`src/hdl/sspc_pkg.sv`:
```
// Constants shared by the synchronous serial port control core
package sspc_pkg;
	// ------------------------------------------------------------
	// Register indices; byte address is four times the index
	// ------------------------------------------------------------
	localparam int          IDX_W           = 15;
	localparam logic [14:0] IDX_CONTROL     = 15'h7f34;
	localparam logic [14:0] IDX_RATE        = 15'h7f35;
	localparam logic [14:0] IDX_HOLDING     = 15'h7f36;
	localparam logic [14:0] IDX_GAP         = 15'h7f37;

	// ------------------------------------------------------------
	// serial_control field positions
	// ------------------------------------------------------------
	localparam int CTL_WAKEUP = 7;
	localparam int CTL_RX     = 6;
	localparam int CTL_RUN    = 5;
	localparam int CTL_AUTO   = 4;
	localparam int CTL_MSB    = 3;
	localparam int CTL_OVR    = 2;
	localparam int CTL_DONE   = 1;
	localparam int CTL_IE     = 0;

	// ------------------------------------------------------------
	// gap_select_register field positions
	// ------------------------------------------------------------
	localparam int GAP_RES_LSB = 4;
	localparam int GAP_DUPLEX  = 3;
	localparam int GAP_SEL_LSB = 0;

	// ------------------------------------------------------------
	// Reset values and counts
	// ------------------------------------------------------------
	localparam logic [7:0] RST_CONTROL = 8'h00;
	localparam logic [7:0] RST_RATE    = 8'h00;
	localparam logic [7:0] RST_HOLDING = 8'h00;
	localparam logic [7:0] RST_GAP     = 8'h00;
	localparam logic [3:0] FULL_BYTE   = 4'h8;
	localparam logic [7:0] EXT_CLOCK   = 8'h00;
	localparam int         RATE_MULT   = 2;

	typedef enum logic [3:0] {
		ST_IDLE,
		ST_START,
		ST_LOAD,
		ST_FETCH,
		ST_SHIFT,
		ST_STORE,
		ST_NEXT,
		ST_GAP,
		ST_PAUSE,
		ST_FINISH
	} sspc_state_t;
endpackage : sspc_pkg

```
`src/hdl/sspc_top.sv`:
```
// Synchronous serial port control core with Avalon-MM register slave
`timescale 1ns/1ps
`default_nettype none
//
// Contract
// Internal serial clock period is (reload + 1) x 2 system cycles.
// Software loads rate_reload with zero when the external clock is used.
// Shifter is not addressable; data passes through serial_holding.
// aux_rx_holding holds received bytes only in automatic full duplex.
// Wakeup bit 7 usable in mode 0; setting it forces automatic mode off.
// Bit 6 selects transmit when 0, receive when 1.
// Run bit starts transfer; clearing it aborts; software clears irq_enable too.
// Mode 0 and automatic transmit end at last rising clock; done set, run cleared.
// Automatic receive or duplex ends after last byte reaches RAM.
// Bit 4 selects mode 0 when 0, automatic mode 1 when 1.
// Clearing automatic bit mid transfer pauses after byte; setting it resumes.
// Software changes the automatic bit with whole-byte writes when idle.
// Bit 3 selects LSB first when 0, MSB first when 1.
// Overrun set on incoming clock falling edge while run is 0.
// Mode 0 overrun during startup and termination windows.
// Automatic transmit overrun before first byte is fetched and started.
// Automatic receive overrun from last rising edge until termination completes.
// Done set at transfer end; flags clear only by software write.
// Interrupt when irq_enable and done or overrun are set.
// Holding buffer is software accessible in mode 0, serviced from RAM in mode 1.
// Gap register sets interval, duplex and residual bit count.
// Gap code inserts 0,1,2,4,...,64 transfer clocks, mode 1 internal clock only.
// Gap cycles equal (reload + 1) x 2 times inserted clocks.
// Residual width code 0 means 8 bits, else the code value.
// Duplex bit selects automatic full duplex, valid only in mode 1.
// Data shifts out on falling edge, sampled on rising edge; clock idles high.
module sspc_top (
	input  wire logic        ref_clk,
	input  wire logic        reset_n,
	input  wire logic [16:0] avs_address,
	input  wire logic        avs_read,
	input  wire logic        avs_write,
	input  wire logic [31:0] avs_writedata,
	output logic      [31:0] avs_readdata,
	output logic             avs_waitrequest,
	input  wire logic        sclkIn,
	output logic             sclkOut,
	output logic             sclkOe,
	input  wire logic        sdiIn,
	output logic             sdoOut,
	output logic             sdoOe,
	output logic             svcReq,
	output logic             svcWrite,
	output logic      [7:0]  svcWrData,
	input  wire logic        svcAck,
	input  wire logic [7:0]  svcRdData,
	input  wire logic        svcLast,
	output logic             irqOut
);
	// ------------------------------------------------------------
	// Decoders
	// ------------------------------------------------------------
	function automatic logic [3:0] widthOf(input logic [2:0] code);
		widthOf = (code == 3'h0) ? sspc_pkg::FULL_BYTE : {1'b0, code};
	endfunction : widthOf

	function automatic logic [7:0] gapTicks(input logic [2:0] code);
		logic [7:0] clocks;
		clocks = (code == 3'h0) ? 8'h00 : 8'(8'h01 << (code - 3'h1));
		gapTicks = 8'(clocks * 2);
	endfunction : gapTicks

	// ------------------------------------------------------------
	// Reset and pin synchronisers
	// ------------------------------------------------------------
	logic rstS1;
	logic rstN;
	logic sclkS1;
	logic sclkS2;
	logic sclkS3;
	logic sdiS1;
	logic sdiS2;
	logic [2:0] oeHistQ;

	always_ff @(posedge ref_clk or negedge reset_n)
	begin
		if (!reset_n)
		begin
			rstS1 <= 1'b0;
			rstN  <= 1'b0;
		end
		else
		begin
			rstS1 <= 1'b1;
			rstN  <= rstS1;
		end
	end

	always_ff @(posedge ref_clk or negedge rstN)
	begin
		if (!rstN)
		begin
			sclkS1 <= 1'b1;
			sclkS2 <= 1'b1;
			sclkS3 <= 1'b1;
			sdiS1  <= 1'b0;
			sdiS2  <= 1'b0;
			oeHistQ <= 3'h0;
		end
		else
		begin
			sclkS1 <= sclkIn;
			sclkS2 <= sclkS1;
			sclkS3 <= sclkS2;
			sdiS1  <= sdiIn;
			sdiS2  <= sdiS1;
			oeHistQ <= {oeHistQ[1:0], sclkOe};
		end
	end

	// ------------------------------------------------------------
	// State
	// ------------------------------------------------------------
	logic [7:0] ctlQ, ctlD;
	logic [7:0] rateQ, rateD;
	logic [7:0] holdQ, holdD;
	logic [7:0] gapRegQ, gapRegD;
	logic [7:0] shiftQ, shiftD;
	logic [7:0] auxQ, auxD;
	logic [7:0] halfQ, halfD;
	logic [7:0] gapLeftQ, gapLeftD;
	logic [3:0] bitsQ, bitsD;
	logic       firstQ, firstD;
	logic       lastQ, lastD;
	logic       sclkQ, sclkD;
	logic       sdoQ, sdoD;
	logic       svcReqQ, svcReqD;
	logic       svcWrQ, svcWrD;
	logic [7:0] svcDataQ, svcDataD;
	logic [31:0] rdQ, rdD;
	logic       waitQ, waitD;
	sspc_pkg::sspc_state_t stQ, stD;

	logic        busReq;
	logic        wrTake;
	logic [14:0] idx;
	logic        extClk;
	logic        dividerOn;
	logic        tick;
	logic        fallEv;
	logic        riseEv;
	logic        pinFall;
	logic        autoOn;
	logic        duplex;
	logic        txFetch;
	logic        setDone;
	logic        setOvr;
	logic        clrRun;
	logic [7:0]  newShift;
	logic [3:0]  resWidth;

	always_comb
	begin
		busReq    = avs_read | avs_write;
		wrTake    = avs_write & ~waitQ;
		idx       = avs_address[16:2];
		extClk    = (rateQ == sspc_pkg::EXT_CLOCK);
		autoOn    = ctlQ[sspc_pkg::CTL_AUTO];
		duplex    = gapRegQ[sspc_pkg::GAP_DUPLEX] & autoOn;
		txFetch   = ~ctlQ[sspc_pkg::CTL_RX] | duplex;
		resWidth  = widthOf(gapRegQ[6:4]);
		dividerOn = ~extClk & ((stQ == sspc_pkg::ST_SHIFT) | (stQ == sspc_pkg::ST_GAP));
		tick      = dividerOn & (halfQ == 8'h00);
		// Our own clock echoes through the synchroniser; ignore it until drained
		pinFall   = sclkS3 & ~sclkS2 & ~sclkOe & (oeHistQ == 3'h0);
		if (extClk)
		begin
			fallEv = pinFall;
			riseEv = ~sclkS3 & sclkS2;
		end
		else
		begin
			fallEv = tick & sclkQ & (stQ == sspc_pkg::ST_SHIFT);
			riseEv = tick & ~sclkQ & (stQ == sspc_pkg::ST_SHIFT);
		end
		// LSB first shifts toward bit 0, MSB first toward bit 7
		if (ctlQ[sspc_pkg::CTL_MSB])
			newShift = {shiftQ[6:0], sdiS2};
		else
			newShift = {sdiS2, shiftQ[7:1]};
	end

	// ------------------------------------------------------------
	// Transfer sequencer
	// ------------------------------------------------------------
	always_comb
	begin
		stD      = stQ;
		shiftD   = shiftQ;
		auxD     = auxQ;
		bitsD    = bitsQ;
		firstD   = firstQ;
		lastD    = lastQ;
		sclkD    = sclkQ;
		sdoD     = sdoQ;
		svcReqD  = svcReqQ;
		svcWrD   = svcWrQ;
		svcDataD = svcDataQ;
		gapLeftD = gapLeftQ;
		holdD    = holdQ;
		setDone  = 1'b0;
		clrRun   = 1'b0;
		// Half period of n+1 cycles gives a full period of (n+1)*2
		halfD    = dividerOn ? (tick ? rateQ : 8'(halfQ - 8'h01)) : rateQ;
		if (tick & (stQ == sspc_pkg::ST_SHIFT))
			sclkD = ~sclkQ;
		case (stQ)
			sspc_pkg::ST_IDLE:
			begin
				sclkD = 1'b1;
				if (ctlQ[sspc_pkg::CTL_RUN])
					stD = sspc_pkg::ST_START;
			end
			sspc_pkg::ST_START:
			begin
				firstD = 1'b1;
				if (autoOn)
					stD = sspc_pkg::ST_LOAD;
				else
				begin
					shiftD = holdQ;
					bitsD  = resWidth;
					lastD  = 1'b1;
					stD    = sspc_pkg::ST_SHIFT;
				end
			end
			sspc_pkg::ST_LOAD:
			begin
				if (txFetch)
				begin
					svcReqD = 1'b1;
					svcWrD  = 1'b0;
					stD     = sspc_pkg::ST_FETCH;
				end
				else
				begin
					lastD = svcLast;
					bitsD = svcLast ? resWidth : sspc_pkg::FULL_BYTE;
					stD   = sspc_pkg::ST_SHIFT;
				end
			end
			sspc_pkg::ST_FETCH:
			begin
				if (svcAck)
				begin
					svcReqD = 1'b0;
					holdD   = svcRdData;
					shiftD  = svcRdData;
					lastD   = svcLast;
					bitsD   = svcLast ? resWidth : sspc_pkg::FULL_BYTE;
					firstD  = 1'b0;
					stD     = sspc_pkg::ST_SHIFT;
				end
			end
			sspc_pkg::ST_SHIFT:
			begin
				if (fallEv)
					sdoD = ctlQ[sspc_pkg::CTL_MSB] ? shiftQ[7] : shiftQ[0];
				if (riseEv)
				begin
					shiftD = newShift;
					bitsD  = 4'(bitsQ - 4'h1);
					if (bitsQ == 4'h1)
					begin
						sclkD = 1'b1;
						if (!autoOn & ~lastQ)
							stD = sspc_pkg::ST_NEXT;
						else if (!firstQ && !lastQ && ctlQ[sspc_pkg::CTL_RX] == 1'b0)
							stD = sspc_pkg::ST_NEXT;
						else if (ctlQ[sspc_pkg::CTL_RX] & (autoOn | ~lastQ))
						begin
							if (duplex)
								auxD = newShift;
							else
								holdD = newShift;
							svcDataD = newShift;
							svcReqD  = 1'b1;
							svcWrD   = 1'b1;
							stD      = sspc_pkg::ST_STORE;
						end
						else if (lastQ)
						begin
							if (ctlQ[sspc_pkg::CTL_RX])
								holdD = newShift;
							setDone = 1'b1;
							clrRun  = 1'b1;
							stD     = sspc_pkg::ST_FINISH;
						end
						else
							stD = sspc_pkg::ST_NEXT;
					end
				end
			end
			sspc_pkg::ST_STORE:
			begin
				if (svcAck)
				begin
					svcReqD = 1'b0;
					svcWrD  = 1'b0;
					firstD  = 1'b0;
					if (lastQ)
					begin
						setDone = 1'b1;
						clrRun  = 1'b1;
						stD     = sspc_pkg::ST_FINISH;
					end
					else
						stD = sspc_pkg::ST_NEXT;
				end
			end
			sspc_pkg::ST_NEXT, sspc_pkg::ST_PAUSE:
			begin
				// Pause keeps run high and done low until automatic mode returns
				if (!autoOn)
					stD = sspc_pkg::ST_PAUSE;
				else if (!extClk && gapRegQ[2:0] != 3'h0)
				begin
					gapLeftD = 8'(gapTicks(gapRegQ[2:0]) - 8'h01);
					stD      = sspc_pkg::ST_GAP;
				end
				else
					stD = sspc_pkg::ST_LOAD;
			end
			sspc_pkg::ST_GAP:
			begin
				// Two divider ticks per inserted transfer clock
				if (tick)
				begin
					gapLeftD = 8'(gapLeftQ - 8'h01);
					if (gapLeftQ == 8'h00)
						stD = sspc_pkg::ST_LOAD;
				end
			end
			sspc_pkg::ST_FINISH:
				stD = sspc_pkg::ST_IDLE;
			default:
				stD = sspc_pkg::ST_IDLE;
		endcase
		// Software clearing run aborts whatever is in flight
		if (!ctlQ[sspc_pkg::CTL_RUN] && stQ != sspc_pkg::ST_IDLE && stQ != sspc_pkg::ST_FINISH)
		begin
			stD     = sspc_pkg::ST_IDLE;
			svcReqD = 1'b0;
			svcWrD  = 1'b0;
			sclkD   = 1'b1;
		end
		// Software may load the holding buffer directly in mode 0
		if (wrTake && idx == sspc_pkg::IDX_HOLDING)
			holdD = avs_writedata[7:0];
		setOvr = pinFall & (~ctlQ[sspc_pkg::CTL_RUN]
			| (extClk & ((stQ == sspc_pkg::ST_START) | (stQ == sspc_pkg::ST_FINISH)))
			| (extClk & (stQ == sspc_pkg::ST_FETCH) & firstQ)
			| (extClk & (stQ == sspc_pkg::ST_STORE) & lastQ));
	end

	// ------------------------------------------------------------
	// Register slave
	// ------------------------------------------------------------
	always_comb
	begin
		ctlD    = ctlQ;
		rateD   = rateQ;
		gapRegD = gapRegQ;
		rdD     = rdQ;
		waitD   = ~(busReq & waitQ);
		if (avs_read & waitQ)
		begin
			case (idx)
				sspc_pkg::IDX_CONTROL: rdD = {24'h000000, ctlQ};
				sspc_pkg::IDX_RATE:    rdD = {24'h000000, rateQ};
				sspc_pkg::IDX_HOLDING: rdD = {24'h000000, holdQ};
				sspc_pkg::IDX_GAP:     rdD = {24'h000000, gapRegQ};
				default:               rdD = 32'h00000000;
			endcase
		end
		if (wrTake)
		begin
			case (idx)
				sspc_pkg::IDX_CONTROL:
				begin
					ctlD = avs_writedata[7:0];
					if (avs_writedata[sspc_pkg::CTL_WAKEUP])
						ctlD[sspc_pkg::CTL_AUTO] = 1'b0;
				end
				sspc_pkg::IDX_RATE: rateD = avs_writedata[7:0];
				sspc_pkg::IDX_GAP:  gapRegD = {1'b0, avs_writedata[6:0]};
				default: ;
			endcase
		end
		if (clrRun)
			ctlD[sspc_pkg::CTL_RUN] = 1'b0;
		// Hardware set wins over a software clear in the same cycle
		if (setDone)
			ctlD[sspc_pkg::CTL_DONE] = 1'b1;
		if (setOvr)
			ctlD[sspc_pkg::CTL_OVR] = 1'b1;
	end

	always_ff @(posedge ref_clk or negedge rstN)
	begin
		if (!rstN)
		begin
			stQ      <= sspc_pkg::ST_IDLE;
			ctlQ     <= sspc_pkg::RST_CONTROL;
			rateQ    <= sspc_pkg::RST_RATE;
			holdQ    <= sspc_pkg::RST_HOLDING;
			gapRegQ  <= sspc_pkg::RST_GAP;
			shiftQ   <= 8'h00;
			auxQ     <= 8'h00;
			halfQ    <= 8'h00;
			gapLeftQ <= 8'h00;
			bitsQ    <= 4'h0;
			firstQ   <= 1'b0;
			lastQ    <= 1'b0;
			sclkQ    <= 1'b1;
			sdoQ     <= 1'b1;
			svcReqQ  <= 1'b0;
			svcWrQ   <= 1'b0;
			svcDataQ <= 8'h00;
			rdQ      <= 32'h00000000;
			waitQ    <= 1'b1;
			sclkOe   <= 1'b0;
			sdoOe    <= 1'b0;
			irqOut   <= 1'b0;
		end
		else
		begin
			stQ      <= stD;
			ctlQ     <= ctlD;
			rateQ    <= rateD;
			holdQ    <= holdD;
			gapRegQ  <= gapRegD;
			shiftQ   <= shiftD;
			auxQ     <= auxD;
			halfQ    <= halfD;
			gapLeftQ <= gapLeftD;
			bitsQ    <= bitsD;
			firstQ   <= firstD;
			lastQ    <= lastD;
			sclkQ    <= sclkD;
			sdoQ     <= sdoD;
			svcReqQ  <= svcReqD;
			svcWrQ   <= svcWrD;
			svcDataQ <= svcDataD;
			rdQ      <= rdD;
			waitQ    <= waitD;
			// Keep driving until the clock is back high after an abort
			sclkOe   <= ~extClk & (ctlD[sspc_pkg::CTL_RUN] | ~sclkD);
			sdoOe    <= ctlD[sspc_pkg::CTL_RUN] & ~(ctlD[sspc_pkg::CTL_AUTO]
				& ctlD[sspc_pkg::CTL_RX] & ~gapRegD[sspc_pkg::GAP_DUPLEX]);
			irqOut   <= ctlD[sspc_pkg::CTL_IE]
				& (ctlD[sspc_pkg::CTL_DONE] | ctlD[sspc_pkg::CTL_OVR]);
		end
	end

	assign avs_readdata    = rdQ;
	assign avs_waitrequest = waitQ;
	assign sclkOut         = sclkQ;
	assign sdoOut          = sdoQ;
	assign svcReq          = svcReqQ;
	assign svcWrite        = svcWrQ;
	assign svcWrData       = svcDataQ;
endmodule : sspc_top
`default_nettype wire

```
`config.mk`:
```
export PLATFORM = sky130hd
export DESIGN_NAME = sspc_top
export DESIGN_NICKNAME = d
export VERILOG_FILES = /design/src/hdl/sspc_pkg.sv /design/src/hdl/sspc_top.sv
export SDC_FILE = /design/constraint.sdc
export NUM_CORES = 1
export LEC_CHECK = 0
export ABC_AREA = 0
export BUFFER_PORTS_ARGS = -buffer_cell sky130_fd_sc_hd__buf_4
export CORE_MARGIN = 2
export CORE_UTILIZATION = 40
export CTS_CLUSTER_DIAMETER = 40
export DETAILED_ROUTE_END_ITERATION = 8
export PLACE_DENSITY = 0.61
export SYNTH_ARGS = -nofsm -noshare
export SYNTH_HDL_FRONTEND = slang
export SYNTH_SLANG_ARGS = --single-unit
```
`constraint.sdc`:
```
create_clock -name ref_clk -period 3.5 [get_ports ref_clk]
set_clock_uncertainty 0.1 [all_clocks]
set_input_delay 0.7 -clock ref_clk [delete_from_list [all_inputs] [get_ports ref_clk]]
set_output_delay 0.7 -clock ref_clk [all_outputs]
set_load 0.01 [all_outputs]
```
==> results of run 1 <==
==> worst min-delay path by stage <==
stage | startpoint | to | slack, ns
finish | reset_n | rstN$_DFF_PN0_ | 0.01
global route | reset_n | rstN$_DFF_PN0_ | 0.001
CTS | reset_n | rstN$_DFF_PN0_ | 0.002
detailed placement | rstS1$_DFF_PN0_ | rstN$_DFF_PN0_ | 0.24
global placement | sdiS1$_DFF_PN0_ | sdiS2$_DFF_PN0_ | 0.24
floorplan | rstS1$_DFF_PN0_ | rstN$_DFF_PN0_ | 0.23
==> sequential cells by signal, indices dropped and copies added (netlist names), 7 cells and up <==
signal / flops
svcWrData: 8
halfQ: 8
rateQ: 8
ctlQ: 8
avs_readdata: 8
holdQ: 8
gapRegQ: 7
shiftQ: 8
gapLeftQ: 8
==> cells by family (layout without fill, tap and decap cells) <==
family,count (synthesis),in the layout,synth area share
and+or+nand+nor,221,221,0.196
AOI/OAI and AO/OA,168,168,0.181
DFF,99,99,0.433
buffers and inverters,77,111,0.0680
muxes,41,41,0.0918
adders and majority gates,8,8,0.0174
xor gates and xnor gates,8,8,0.0122
other,2,25,0.00131
==> synthesized netlist by cell type, types with 5 or more instances <==
cell type / number
inv_1: 18
nand2_1: 64
mux4_2: 7
xor2_1: 5
a31oi_1: 15
nand2b_1: 17
ha_1: 8
clkbuf_1: 25
o211ai_1: 6
o21ai_0: 54
nor3_1: 12
o21ai_1: 5
mux2i_1: 14
nor4_1: 6
or4_1: 5
dfstp_2: 6
dfrtp_1: 93
mux2_2: 19
nor2_1: 61
buf_1: 6
or2_2: 10
nand3_1: 11
o31ai_1: 5
buf_4: 24
a221oi_1: 9
a21oi_1: 41
nand4_1: 5
==> report_power, final <==
group	switching (µW)	internal (µW)	total, µW
clock	445	580	1020
combinational	51.5	42.3	93.8
sequential	21.7	1150	1170
total	518	1770	2290
==> area by class of cell <==
class,instances,area [µm²],area share
Timing Repair Buffer,77,578,0.0874
Clock buffer,12,246,0.0372
Multi-Input combinational cell,471,2960,0.447
Inverter,18,67.6,0.0102
Tap cell,180,225,0.0340
Sequential cell,99,2490,0.376
Clock inverter,4,55.1,0.00832
==> through the flow <==
stage | hold slack (ns) | std cells | utilization
after global routing | 0.00104 | 861 | 0.475
after global placement | 0.238 | 845 | 0.453
after CTS | 0.00154 | 861 | 0.475
final | 0.0120 | 861 | 0.475
after floorplan | 0.231 | 647 | -
after detailed placement | 0.240 | 845 | 0.453
==> critical path: stages (launching register included) <==
cell	delay, ns
dfrtp_1	0.59
nor4b_2	0.79
nand2_1	0.15
nor4b_1	0.32
o2bb2ai_1	0.32
or2_2	0.41
a31oi_1	0.16
==> metal layers <==
| metal | routed length (µm) | part of all wire | vias up |
|---|---|---|---|
| li1 | - | - | 2308 |
| met1 | 6920 | 0.48 | 2359 |
| met2 | 6650 | 0.46 | 142 |
| met3 | 758 | 0.052 | 17 |
| met4 | 216 | 0.015 | 0 |
| met5 | 0 | 0 | - |
==> reports/qor.csv, run 1 <==
metric,value,unit
worstRegToRegCells,6,
ir_drop,0.000176,V
max_cap_viol_count,0,
grt_use_met3,0.0288,
die_w,124,µm
crit_end,holdQ[6]$_DFFE_PN0P_,
wirelength,14500,µm
area_growth,15.3,%
cts_tree,done,
ctsHtreeMaxLevel,3,
die_h,124,µm
remaining_drc_errors,0,
postCtsSetupBuffers,0,
p_per_area,346,nW/µm²
placed_cell_area,6320,µm²
ys_types,68,
synth-edff-count,0,
gp_congestion,0.908,
pre_cts_slack,0.478,ns
fin_crit,2.93,ns
final_cell_mix,"dfrtp_1, buf_4, nand2_1",
gr-usage-met1,0.285,
max_slew_margin,0.277,
fillers,1310,
final_common_cell,dfrtp_1,
grt-busiest-layer,met2,
synth_top_cell_by_area,dfrtp_1,
fmax,0.341,GHz
rrSetupSlack,0.57,ns
avgSynthCellArea,9.20,µm²
path_max_fanout,18,
setup_viol,0,
vias,4826,
hold_buffers,0,
startpoint_type,register,
worstReg2RegStart,stQ[1]$_DFFE_PN0P_,
postLayoutCellArea,6620,µm²
initial_utilization,0.412,
worstPathRequired,3.67,ns
hold_violations,0,
clk_pin_slew_worst_paths,0.07,ns
antenna_found_initial,0,
vias_per_cell,5.61,
grt_max_degree,84,
ys.flop_type,dfrtp_1,
async_flop_share,1.00,
yosysTopAreaCellShare,0.405,
end_kind,register,
wire_per_inst,16.9,µm
r2r-end,holdQ[6]$_DFFE_PN0P_,
dr.pass1.iters,5,
first_global_vias,4598,
core,13900,µm²
overflow,0,
ys_warn_count,0,
layout_setup_ws,0.569,ns
dieArea,15300,µm²
fin_total_pwr,2290,µW
ys_seq_elements,99,
drive_gt1_frac,0.214,
final-max-slew-violation-count,0,
clockBufferDepth,2,
tns,0,ns
drtIter0Drc,332,
track_usage,0.201,
period_share,0.837,
rows,43,
netlist_area,5740,µm²
grt_pass1_wl,23800,µm
clkLatencyLatePin,0.35,ns
cts_buffers,9,
worstPathArrival,3.10,ns
rsz0062_at_grt,false,
fin_nets,749,
critPathLaunch,stQ[1]$_DFFE_PN0P_,
seq_area_frac_synth,0.433,
met2_usage,0.310,
post_cts_resized,0,
root_buffer,clkbuf_16,
cts.sinks,99,
worstSetupPathType,reg -> reg,
dp_hpwl,10700,µm
worst_pin_slew,1.08,ns
antenna_left,0,
ios,113,
diodes,0,
status,"finished, final reports clean",
leakage,0.00293,µW
numPortBuffers,62,
synth_cells,624,
hp-class,in -> async,
yosys-top-cells-area,"dfrtp_1, o21ai_0, nand2_1",
Power figures use the tool's default switching activity.
==> run 2: changes to the inputs <==
clock period = 2.7 ns   (was 3.5 ns; I/O delays follow)
==> reports/qor.csv, run 2 (synthesized netlist as in run 1, its figures left out) <==
metric,value,unit
p_per_area,446,nW/µm²
min_path_cells,1,
antenna_left,0,
postCtsSetupBuffers,0,
remaining_drc_errors,0,
regArea,2490,µm²
worstReg2RegStart,rateQ[1]$_DFFE_PN0P_,
worstRegToRegCells,7,
initial_utilization,0.412,
grt_pass1_wl,24700,µm
fin_worst_hold_slack,0.190,ns
min_to,sdiS1$_DFF_PN0_,
clockBufferDepth,2,
ctsHtreeMaxLevel,3,
leakage,0.00307,µW
antenna_found_initial,0,
core,13900,µm²
fmax,0.398,GHz
wirelength,15000,µm
overflow,0,
worst_pin_slew,1.04,ns
period_share,0.930,
pre_cts_slack,-0.0351,ns
dp_hpwl,11100,µm
cts_tree,done,
rows,43,
max_slew_margin,0.303,
vias_per_cell,5.58,
rsz0062_at_grt,false,
worstPathArrival,2.63,ns
gp_congestion,0.887,
track_usage,0.210,
ios,113,
end_kind,register,
fin_nets,773,
drive_gt1_frac,0.244,
worstSetupPathType,reg -> reg,
wire_per_inst,17.0,µm
numPortBuffers,62,
die_h,124,µm
setup_viol,0,
status,"finished, final reports clean",
fillers,1283,
clk_pin_slew_worst_paths,0.07,ns
max_cap_viol_count,0,
hold_violations,0,
root_buffer,clkbuf_16,
postLayoutCellArea,6860,µm²
cts_buffers,9,
cts.sinks,99,
area_growth,19.5,%
hp-class,in -> reg,
hold_start,sdiIn,
path_max_fanout,9,
postLayoutCoreUtil,0.492,
vias,4941,
final_common_cell,buf_4,
placed_cell_area,6500,µm²
dp.cells,868,
dr.pass1.iters,5,
layout_setup_ws,0.189,ns
final_cell_mix,"buf_4, dfrtp_1, nand2_1",
fin_crit,2.51,ns
startpoint_type,register,
first_global_vias,4819,
final-max-slew-violation-count,0,
diodes,0,
drtIter0Drc,408,
die_w,124,µm
multi_input_area,2980,µm²
dieArea,15300,µm²
clkLatencyLatePin,0.35,ns
finalNonFillerCells,885,
grt_max_degree,55,
r2r-end,bitsQ[1]$_DFFE_PN0P_,
ir_drop,0.000507,V
worstPathRequired,2.82,ns
rrSetupSlack,0.19,ns
[run 2: timing repair]
item,CTS,global route
endpoints found under the hold margin,2,0
gates resized for setup,1,3
hold buffers,1,0
setup endpoints to repair,2,6
[run 2: worst max-delay path by stage]
stage,cells past startpoint,endpoint,startpoint
2_1_floorplan,10,gapLeftQ[5]$_DFFE_PN0P_,gapRegQ[1]$_DFFE_PN0P_
3_5_place_dp,6,irqOut$_DFF_PN0_,avs_address[9]
5_1_grt,5,halfQ[7]$_DFF_PN0_,stQ[3]$_DFFE_PN0P_
4_1_cts,7,bitsQ[1]$_DFFE_PN0P_,rateQ[0]$_DFFE_PN0P_
6_report,7,bitsQ[1]$_DFFE_PN0P_,rateQ[1]$_DFFE_PN0P_
3_3_place_gp,6,sdoOe$_DFF_PN0_,avs_address[9]
[run 2: layout make-up]
type                    instances  area share
flip-flops and latches         99       0.363
clock inverters                 4      0.0111
clock buffers                  12      0.0359
repair buffers                101       0.113
inverters                      18     0.00985
well taps                     180      0.0328
multi-input cells             471       0.434
[run 2: critical path: stages (launching register included)]
cell and delay (ns):
dfrtp_1 0.44, nor4_1 0.43, buf_4 0.19, a21oi_1 0.07
a221oi_2 0.45, o21ai_1 0.32, a311oi_1 0.29, a21oi_1 0.07
[run 2: report_power, final]
part	total, µW	internal (µW)	switching [µW]
Combinational	135	57.0	77.7
Sequential	1510	1490	17.3
Clock	1410	840	569
[run 2: stage by stage]
stage / setup TNS [ns] / total power, µW
3_3_place_gp: -0.0478 / 1670
3_5_place_dp: -0.0708 / 1670
5_1_grt: 0 / 3170
2_1_floorplan: 0 / 1620
6_report: 0 / 3050
4_1_cts: 0 / 3090
[run 2: routing by layer]
metal / vias up / GRT usage / routed length (µm)
met5: - / 0 / 0
met2: 159 / 0.322 / 6820
li1: 2355 / - / -
met1: 2407 / 0.295 / 7030
met3: 20 / 0.0513 / 928
met4: 0 / 0.0618 / 247
